==> src/common/lrx_pkg.sv <==
// Package for the serial LAN frame receive link: register map, types, check code generator
package lrx_pkg;

	// ------------------------------------------------------------
	// Register map (byte offsets) and reset values
	// ------------------------------------------------------------
	localparam logic [7:0] LRX_OFS_CTRL = 8'h00;
	localparam logic [7:0] LRX_OFS_ADDR_LO = 8'h04;
	localparam logic [7:0] LRX_OFS_ADDR_HI = 8'h08;
	localparam logic [7:0] LRX_OFS_STATUS = 8'h0C;
	localparam logic [7:0] LRX_OFS_LENGTH = 8'h10;
	localparam logic [7:0] LRX_OFS_COUNT = 8'h14;
	localparam logic [2:0] LRX_CTRL_RESET = 3'h5;
	localparam logic [47:0] LRX_ADDR_RESET = 48'h0000_0000_0000;

	// ------------------------------------------------------------
	// Field positions
	// ------------------------------------------------------------
	localparam int LRX_CTRL_ENABLE = 0;
	localparam int LRX_CTRL_PROMISC = 1;
	localparam int LRX_CTRL_BCAST = 2;
	localparam int LRX_STAT_CODE_LSB = 0;
	localparam int LRX_STAT_TRAIL_LSB = 2;
	localparam int LRX_STAT_ACTIVE = 8;
	localparam int LRX_STAT_CARRIER = 9;
	localparam int LRX_STAT_CONTENTION = 10;
	localparam int LRX_CNT_FRAG_LSB = 16;

	// ------------------------------------------------------------
	// Frame constants
	// ------------------------------------------------------------
	localparam int LRX_LEN_W = 16;
	localparam logic [12:0] LRX_DEST_LAST_OCTET = 13'h0005;
	localparam logic [7:0] LRX_BCAST_OCTET = 8'hFF;
	localparam int LRX_BIT_TIME_NS = 100;
	localparam int LRX_HCLK_NS = 8;
	localparam int LRX_CYCLES_PER_BIT = LRX_BIT_TIME_NS / LRX_HCLK_NS;
	localparam logic [31:0] LRX_CRC_POLY = 32'hEDB8_8320;
	localparam logic [31:0] LRX_CRC_INIT = 32'hFFFF_FFFF;
	localparam logic [31:0] LRX_CRC_RESIDUE = 32'hDEBB_20E3;

	// ------------------------------------------------------------
	// Types
	// ------------------------------------------------------------
	typedef enum logic [3:0] {
		LRX_ST_INIT = 4'b0001,
		LRX_ST_ARM = 4'b0010,
		LRX_ST_RECV = 4'b0100,
		LRX_ST_LEN = 4'b1000
	} lrx_state_t;

	typedef enum logic [1:0] {
		LRX_STATUS_GOOD = 2'b00,
		LRX_STATUS_CHECKSUM_FAIL = 2'b01,
		LRX_STATUS_MISALIGNED = 2'b10
	} lrx_status_t;

	typedef struct packed {
		logic rx_clk;
		logic rx_data;
		logic carrier_present;
		logic contention_flag;
	} lrx_phy_rx_t;

	typedef struct packed {
		logic hdr_valid;
		logic [47:0] dest;
		logic octet_valid;
		logic [7:0] octet;
		logic done;
		logic cancel;
		lrx_status_t status;
		logic [2:0] trailing;
		logic [LRX_LEN_W-1:0] length;
	} lrx_client_rx_t;

	// Serial check code generator, LSB-first reflected form
	function automatic logic [31:0] lrx_crc_step(input logic [31:0] c, input logic b);
		lrx_crc_step = (c[0] ^ b) ? ((c >> 1) ^ LRX_CRC_POLY) : (c >> 1);
	endfunction

endpackage

==> src/verilog/lrx_frame_receive_link.sv <==
// Frame receive link with AHB-Lite register slave and client stream
//
// The address map and the AHB-Lite slave port were decided locally.
`timescale 1ns/1ns
module lrx_frame_receive_link
	import lrx_pkg::*;
#(
	parameter int SLOT_BITS = 512
) (
	// Clock and reset
	input wire logic hclk,
	input wire logic hresetn,
	// AHB-Lite slave
	input wire logic hsel,
	input wire logic [31:0] haddr,
	input wire logic [1:0] htrans,
	input wire logic hwrite,
	input wire logic [2:0] hsize,
	input wire logic [31:0] hwdata,
	input wire logic hready,
	output logic [31:0] hrdata,
	output logic hreadyout,
	output logic hresp,
	// Physical channel receive pins
	input wire lrx_phy_rx_t phy_in,
	// Client receive stream
	output lrx_client_rx_t client_rx
);

	// ------------------------------------------------------------
	// Pin synchronisers and bit clock edge
	// ------------------------------------------------------------
	lrx_phy_rx_t phy_s1_r;
	lrx_phy_rx_t phy_s2_r;
	logic clk_s3_r;
	logic bit_tick;

	always_ff @(posedge hclk or negedge hresetn) begin
		if (!hresetn) begin
			phy_s1_r <= '0;
			phy_s2_r <= '0;
			clk_s3_r <= 1'b0;
		end else begin
			phy_s1_r <= phy_in;
			phy_s2_r <= phy_s1_r;
			clk_s3_r <= phy_s2_r.rx_clk;
		end
	end

	// Rising edge of the recovered bit clock paces every bit, while each clock phase lasts longer than one hclk period
	assign bit_tick = phy_s2_r.rx_clk & ~clk_s3_r;

	// ------------------------------------------------------------
	// Registers over AHB-Lite
	// ------------------------------------------------------------
	logic [2:0] ctrl_r;
	logic [47:0] station_r;
	logic wr_pend_r;
	logic [7:0] wr_addr_r;
	logic [31:0] hrdata_r;
	logic [31:0] rd_mux;
	logic ahb_take;
	lrx_status_t last_status_r;
	logic [2:0] trail_r;
	logic [LRX_LEN_W-1:0] len_r;
	logic [15:0] good_cnt_r;
	logic [15:0] frag_cnt_r;
	lrx_state_t state_r;

	assign ahb_take = hsel & htrans[1] & hready;
	assign hreadyout = 1'b1;
	assign hresp = 1'b0;
	assign hrdata = hrdata_r;

	always_ff @(posedge hclk or negedge hresetn) begin
		if (!hresetn) begin
			wr_pend_r <= 1'b0;
			wr_addr_r <= 8'h00;
		end else begin
			wr_pend_r <= ahb_take & hwrite;
			wr_addr_r <= haddr[7:0];
		end
	end

	always_ff @(posedge hclk or negedge hresetn) begin
		if (!hresetn) begin
			ctrl_r <= LRX_CTRL_RESET;
			station_r <= LRX_ADDR_RESET;
		end else if (wr_pend_r) begin
			case (wr_addr_r)
				LRX_OFS_CTRL: ctrl_r <= hwdata[2:0];
				LRX_OFS_ADDR_LO: station_r[31:0] <= hwdata;
				LRX_OFS_ADDR_HI: station_r[47:32] <= hwdata[15:0];
				default: ;
			endcase
		end
	end

	always_comb begin
		rd_mux = 32'h0000_0000;
		case (haddr[7:0])
			LRX_OFS_CTRL: rd_mux[2:0] = ctrl_r;
			LRX_OFS_ADDR_LO: rd_mux = station_r[31:0];
			LRX_OFS_ADDR_HI: rd_mux[15:0] = station_r[47:32];
			LRX_OFS_STATUS: begin
				rd_mux[LRX_STAT_CODE_LSB +: 2] = last_status_r;
				rd_mux[LRX_STAT_TRAIL_LSB +: 3] = trail_r;
				rd_mux[LRX_STAT_ACTIVE] = (state_r == LRX_ST_RECV);
				rd_mux[LRX_STAT_CARRIER] = phy_s2_r.carrier_present;
				rd_mux[LRX_STAT_CONTENTION] = phy_s2_r.contention_flag;
			end
			LRX_OFS_LENGTH: rd_mux[LRX_LEN_W-1:0] = len_r;
			LRX_OFS_COUNT: rd_mux = {frag_cnt_r, good_cnt_r};
			default: rd_mux = 32'h0000_0000;
		endcase
	end

	// Read data is latched at the address phase so it stands from a flop
	always_ff @(posedge hclk or negedge hresetn) begin
		if (!hresetn) hrdata_r <= 32'h0000_0000;
		else if (ahb_take && !hwrite) hrdata_r <= rd_mux;
	end

	// ------------------------------------------------------------
	// Receive sequencer
	// ------------------------------------------------------------
	logic [LRX_LEN_W-1:0] bit_position_r;
	logic take_bit;
	logic octet_done;
	logic [7:0] new_octet;
	logic [12:0] octet_idx;
	logic [7:0] octet_sr_r;
	logic [LRX_LEN_W-1:0] len_trunc;
	logic [LRX_LEN_W-1:0] slot_len;
	logic fragment;

	// Receive only: this block never transmits, so no own-frame loopback
	always_ff @(posedge hclk or negedge hresetn) begin
		if (!hresetn) state_r <= LRX_ST_INIT;
		else begin
			case (state_r)
				LRX_ST_INIT: begin
					if (!phy_s2_r.carrier_present && ctrl_r[LRX_CTRL_ENABLE])
						state_r <= LRX_ST_ARM;
				end
				LRX_ST_ARM: state_r <= LRX_ST_RECV;
				LRX_ST_RECV: begin
					if (bit_tick && !phy_s2_r.carrier_present)
						state_r <= LRX_ST_LEN;
				end
				LRX_ST_LEN: state_r <= ctrl_r[LRX_CTRL_ENABLE] ? LRX_ST_ARM : LRX_ST_INIT;
				default: state_r <= LRX_ST_INIT;
			endcase
		end
	end

	// ------------------------------------------------------------
	// Serial bit collector and check code
	// ------------------------------------------------------------
	logic [31:0] crc_r;
	logic [31:0] crc_oct_r;
	logic [31:0] crc_nxt;

	assign take_bit = (state_r == LRX_ST_RECV) & bit_tick & phy_s2_r.carrier_present;
	assign octet_done = take_bit & (bit_position_r[2:0] == 3'h7);
	assign new_octet = {phy_s2_r.rx_data, octet_sr_r[7:1]};
	assign octet_idx = bit_position_r[LRX_LEN_W-1:3];
	assign crc_nxt = lrx_crc_step(crc_r, phy_s2_r.rx_data);

	always_ff @(posedge hclk or negedge hresetn) begin
		if (!hresetn) begin
			bit_position_r <= '0;
			octet_sr_r <= 8'h00;
			crc_r <= LRX_CRC_INIT;
			crc_oct_r <= LRX_CRC_INIT;
		end else if (state_r == LRX_ST_ARM) begin
			bit_position_r <= '0;
			crc_r <= LRX_CRC_INIT;
			crc_oct_r <= LRX_CRC_INIT;
		end else if (take_bit) begin
			octet_sr_r <= new_octet;
			bit_position_r <= bit_position_r + 1'b1;
			crc_r <= crc_nxt;
			// Trailing bits never reach the octet-boundary snapshot
			if (bit_position_r[2:0] == 3'h7)
				crc_oct_r <= crc_nxt;
		end
	end

	// ------------------------------------------------------------
	// Destination filter
	// ------------------------------------------------------------
	logic st_match_r;
	logic bc_match_r;
	logic accepted_r;
	logic [39:0] dest_r;
	logic octet_eq;
	logic recognized;

	assign octet_eq = (new_octet == station_r[{octet_idx[2:0], 3'b000} +: 8]);
	assign recognized = ctrl_r[LRX_CTRL_PROMISC] | (st_match_r & octet_eq)
		| (bc_match_r & (new_octet == LRX_BCAST_OCTET) & ctrl_r[LRX_CTRL_BCAST]);

	always_ff @(posedge hclk or negedge hresetn) begin
		if (!hresetn) begin
			st_match_r <= 1'b1;
			bc_match_r <= 1'b1;
			accepted_r <= 1'b0;
			dest_r <= 40'h00_0000_0000;
		end else if (state_r == LRX_ST_ARM) begin
			st_match_r <= 1'b1;
			bc_match_r <= 1'b1;
			accepted_r <= 1'b0;
		end else if (octet_done && octet_idx <= LRX_DEST_LAST_OCTET) begin
			st_match_r <= st_match_r & octet_eq;
			bc_match_r <= bc_match_r & (new_octet == LRX_BCAST_OCTET);
			if (octet_idx != LRX_DEST_LAST_OCTET)
				dest_r[{octet_idx[2:0], 3'b000} +: 8] <= new_octet;
			else
				accepted_r <= recognized;
		end
	end

	// ------------------------------------------------------------
	// Length processing and client stream
	// ------------------------------------------------------------
	lrx_status_t verdict;

	assign len_trunc = {bit_position_r[LRX_LEN_W-1:3], 3'b000};
	assign slot_len = LRX_LEN_W'(SLOT_BITS);
	assign fragment = (len_trunc < slot_len);

	always_comb begin
		if (crc_oct_r == LRX_CRC_RESIDUE) verdict = LRX_STATUS_GOOD;
		else if (bit_position_r[2:0] == 3'h0) verdict = LRX_STATUS_CHECKSUM_FAIL;
		else verdict = LRX_STATUS_MISALIGNED;
	end

	always_ff @(posedge hclk or negedge hresetn) begin
		if (!hresetn) begin
			client_rx <= '0;
		end else begin
			client_rx.hdr_valid <= octet_done && octet_idx == LRX_DEST_LAST_OCTET
				&& recognized;
			client_rx.octet_valid <= octet_done && octet_idx > LRX_DEST_LAST_OCTET
				&& accepted_r;
			client_rx.done <= (state_r == LRX_ST_LEN) && !fragment && accepted_r;
			// A fragment already announced by header is withdrawn, nothing more
			client_rx.cancel <= (state_r == LRX_ST_LEN) && fragment && accepted_r;
			if (octet_done && octet_idx == LRX_DEST_LAST_OCTET)
				client_rx.dest <= {new_octet, dest_r};
			if (octet_done)
				client_rx.octet <= new_octet;
			if (state_r == LRX_ST_LEN) begin
				client_rx.status <= verdict;
				client_rx.trailing <= bit_position_r[2:0];
				client_rx.length <= len_trunc;
			end
		end
	end

	// Last outcome and counters for software
	always_ff @(posedge hclk or negedge hresetn) begin
		if (!hresetn) begin
			last_status_r <= LRX_STATUS_GOOD;
			trail_r <= 3'h0;
			len_r <= '0;
			good_cnt_r <= 16'h0000;
			frag_cnt_r <= 16'h0000;
		end else if (state_r == LRX_ST_LEN) begin
			trail_r <= bit_position_r[2:0];
			len_r <= len_trunc;
			if (fragment && bit_position_r != '0)
				frag_cnt_r <= frag_cnt_r + 1'b1;
			if (!fragment && accepted_r) begin
				last_status_r <= verdict;
				if (verdict == LRX_STATUS_GOOD)
					good_cnt_r <= good_cnt_r + 1'b1;
			end
		end
	end
endmodule // lrx_frame_receive_link

==> config.mk <==
export PLATFORM = sky130hd
export DESIGN_NAME = lrx_frame_receive_link
export DESIGN_NICKNAME = d
export VERILOG_FILES = /design/src/common/lrx_pkg.sv /design/src/verilog/lrx_frame_receive_link.sv
export SDC_FILE = /design/constraint.sdc
export NUM_CORES = 1
export LEC_CHECK = 0
export ABC_AREA = 1
export BUFFER_PORTS_ARGS = -buffer_cell sky130_fd_sc_hd__buf_2
export CORE_ASPECT_RATIO = 1.2
export CORE_UTILIZATION = 50
export DETAILED_ROUTE_END_ITERATION = 16
export GPL_TIMING_DRIVEN = 1
export PLACE_DENSITY = 0.73
export SLEW_MARGIN = 0
export SYNTH_ARGS = -nofsm -noshare
export SYNTH_HDL_FRONTEND = slang
export SYNTH_SLANG_ARGS = --single-unit
export TNS_END_PERCENT = 20
==> constraint.sdc <==
create_clock -name hclk -period 7.4 [get_ports hclk]
set_input_delay 0.74 -clock hclk [delete_from_list [all_inputs] [get_ports hclk]]
set_output_delay 0.74 -clock hclk [all_outputs]
set_load 0.05 [all_outputs]
==> metrics.md <==
| Metric | Value |
|---|---|
| Static Leakage | 8.93 nW |
| Final Max Slew Viols | 0 |
| Post-CTS Setup Inserts | 0 |
| First-pass GRT wire length | about 64 mm |
| TritonCTS sink count | roughly 350 |
| Register area share after synthesis | 0.558 |
| Worst endpoint required time | a little under 8 ns |
| CTS max path bufs | 3 |
| Routed WL | slightly below 40 mm |
| Chip Height | slightly below 200 microns |
| R2R Path End | dest_r[7] |
| Largest net degree at the start of global routing | between 100 and 150 |
| Pre-CTS setup slack | roughly 3.7 ns |
| H-Tree Depth | 2 |
| Placeable Area | slightly above 30000 sq um |
| N_diodes | 0 |
| Root buffer cell | clkbuf_16 |
| Starting density of the core | 0.512 |
| Initial antenna violation count | 0 |
| Post-Synthesis Cell Area | 15700 sq um |
| Aggregate global-route resource usage | 0.253 |
| FFs w/ async S/R, synth | 1.00 |
| Ranking of synthesized cells by area | dfrtp_1 (44%), dfstp_2 (12%), nand2_1 (10%), o21ai_0 (6.9%), inv_1 (5.0%) |
| RSZ-0062 raised after global routing | no |
| Crit path time final | 3.73 ns |
| Clock latency on the worst-skew pair | 0.54 ns |
| CTS buffer count | 36 |
| Area Growth Syn to Fin | 14.4% |
| # setup viols final | 0 |
| Cts hold-fix bufs | 0 |
| Ys Warns | 0 |
| Clock transition at the registers of the reported paths | approximately 0.06 ns |
| Via/cell ratio | between 5 and 6 |
| Boundary Pins | approximately 190 |
| Status | finished clean |
| Post-synth top area share | 0.443 |
| Die area | between 30000 and 40000 sq um |
| Final Core Density | 0.586 |
| Fmax | around 270 MHz |
| Share of cells above drive strength 1 | 0.188 |
| Critical path endpoint category | flip-flop |
| Post-CTS sizing | 0 |
| Post-route ant nets | 0 |
| TritonCTS clock tree | done |
| Initial DRC Count | 1107 |
| Crit path launch type | flip-flop |
| Setup Skew | between 0.02 and 0.025 ns |
| Vias | 12601 |
| Register-to-register setup slack | 3.67 ns |
| Crit path max fanout | 43 |
| Kind of critical path | reg2reg |
| Total grt overflow | 0 |
| Commonest non-fill, non-tap cell in the layout | nand2_1 |
| Number of global-route vias before repair | ~12000 |
| Detailed Place HPWL | 27.3 mm |
| Slew HR | 0.374 |
| Synth unique cells | 54 |
| Worst VDD drop | roughly 210 uV |
| Cell taking the most area after synthesis | dfrtp_1 |
| Row cnt | 70 |
| Die W | about 160 microns |
| Final Hold Viols | 0 |
| Actual slew at the worst max-slew pin | between 0.9 and 1 ns |
| IO buf count | 159 |
| Min-Delay Path Class | in2async |
| Worst r2r src | bit_position_r[3] |
| Max Cap Viol | 0 |
| Pwr/cell area | 268 nW/um^2 |
| Reg2reg path depth | 8 |
| CP Data Arrival Time | between 4 and 5 ns |
| Synthesized flop and latch total | ~350 |
| Post-route setup TNS | 0 ns |
| Drt wl/cell | 16.8 microns |
| Synth Instances | roughly 1800 |
| Synth Flop Type | dfrtp_1 |
| Most frequent cells in the layout | nand2_1 (435), dfrtp_1 (278), o21ai_0 (216), inv_1 (209), buf_2 (158) |
| First-pass iteration count of the detailed router | 6 |
| Tcrit/Tclk final | 0.504 |
| # DRC | 0 |
| Syn_area_per_cell | 8.78 sq um |
| Final net count | 2009 |
| Routability congestion estimate | 0.885 |
| Post-synth EDFFs | 0 |
| Final worst slack | approximately 3.7 ns |
-- synthesized netlist by cell type, types with 15 or more instances --
library cell	number
mux2_2	20
a21oi_1	47
nor3_1	33
dfrtp_1	278
o22ai_1	22
dfstp_2	69
clkbuf_1	52
o21ai_0	216
inv_1	209
a31oi_1	17
nor4_1	15
nor2_1	111
nand4_1	33
xor2_1	28
nand2_1	436
nand3_1	71
-- how the worst max path moves through the flow --
stage,to,startpoint,cells after the start
after floorplan,dest_r[1],bit_position_r[3],11
after global placement,dest_r[28],bit_position_r[3],10
after detailed placement,dest_r[3],bit_position_r[3],8
after CTS,dest_r[7],bit_position_r[3],8
after global routing,dest_r[25],bit_position_r[3],10
final,dest_r[7],bit_position_r[3],8
-- where the power goes --
group	internal (mW)	switching [mW]
clock	1.10	0.741
sequential	2.17	0.101
combinational	0.203	0.498
total	3.48	1.34
-- sequential cells by signal, indices dropped and copies added (netlist names), 2 cells and up --
signal	count
bit_position_r	16
hrdata	32
crc_oct_r	32
dest_r	40
ctrl_r	3
trail_r	3
phy_s1_r	4
client_rx	62
crc_r	32
octet_sr_r	7
wr_addr_r	8
phy_s2_r	3
frag_cnt_r	16
state_r	4
len_r	13
last_status_r	2
station_r	48
good_cnt_r	16
-- area by class of cell --
type | count | area [sq um]
clock buffer | 58 | 1120
clock inverter | 6 | 95.1
fill | 2742 | 12700
inverter | 223 | 846
multi-input combinational | 1142 | 5750
sequential | 347 | 8770
tap | 396 | 495
timing repair buffer | 172 | 903
-- logic make-up (layout without fill, tap and decap cells) --
family | after synthesis | count (layout) | share of synthesized area
flops | 347 | 347 | 0.558
fa+ha+maj | 9 | 9 | 0.00717
compound gates | 341 | 341 | 0.119
buf+inv | 303 | 459 | 0.0772
mux | 20 | 20 | 0.0143
other cells | 2 | 5 | 0.000478
simple gates | 736 | 736 | 0.206
xor+xnor | 31 | 31 | 0.0173
-- worst max-delay path, cell delays in order, from the launching register on --
cell     delay (ns)
dfrtp_1        0.32
buf_4          0.42
inv_1          0.56
ha_1           0.41
ha_1           0.44
inv_1          0.30
nand4_1        0.16
nor3_2         0.73
o21ai_0        0.22
-- routing by layer --
metal  part of all wire  up-vias  track usage
met5                  0        -            0
met4              0.040        0        0.109
met3              0.052       93       0.0349
met2               0.48      380        0.416
met1               0.43     6055        0.334
li1                   -     6073            -
-- through the flow --
step,cells,power (mW),hold slack (ns),area [sq um]
after global placement,2280,2.97,0.334,16800
final,2344,4.82,0.255,18000
after detailed placement,2280,3.00,0.336,16800
after CTS,2344,4.84,0.283,18000
after global routing,2344,5.02,0.305,18000
after floorplan,1792,2.78,0.331,15700
(Power assumes the default switching activity.)
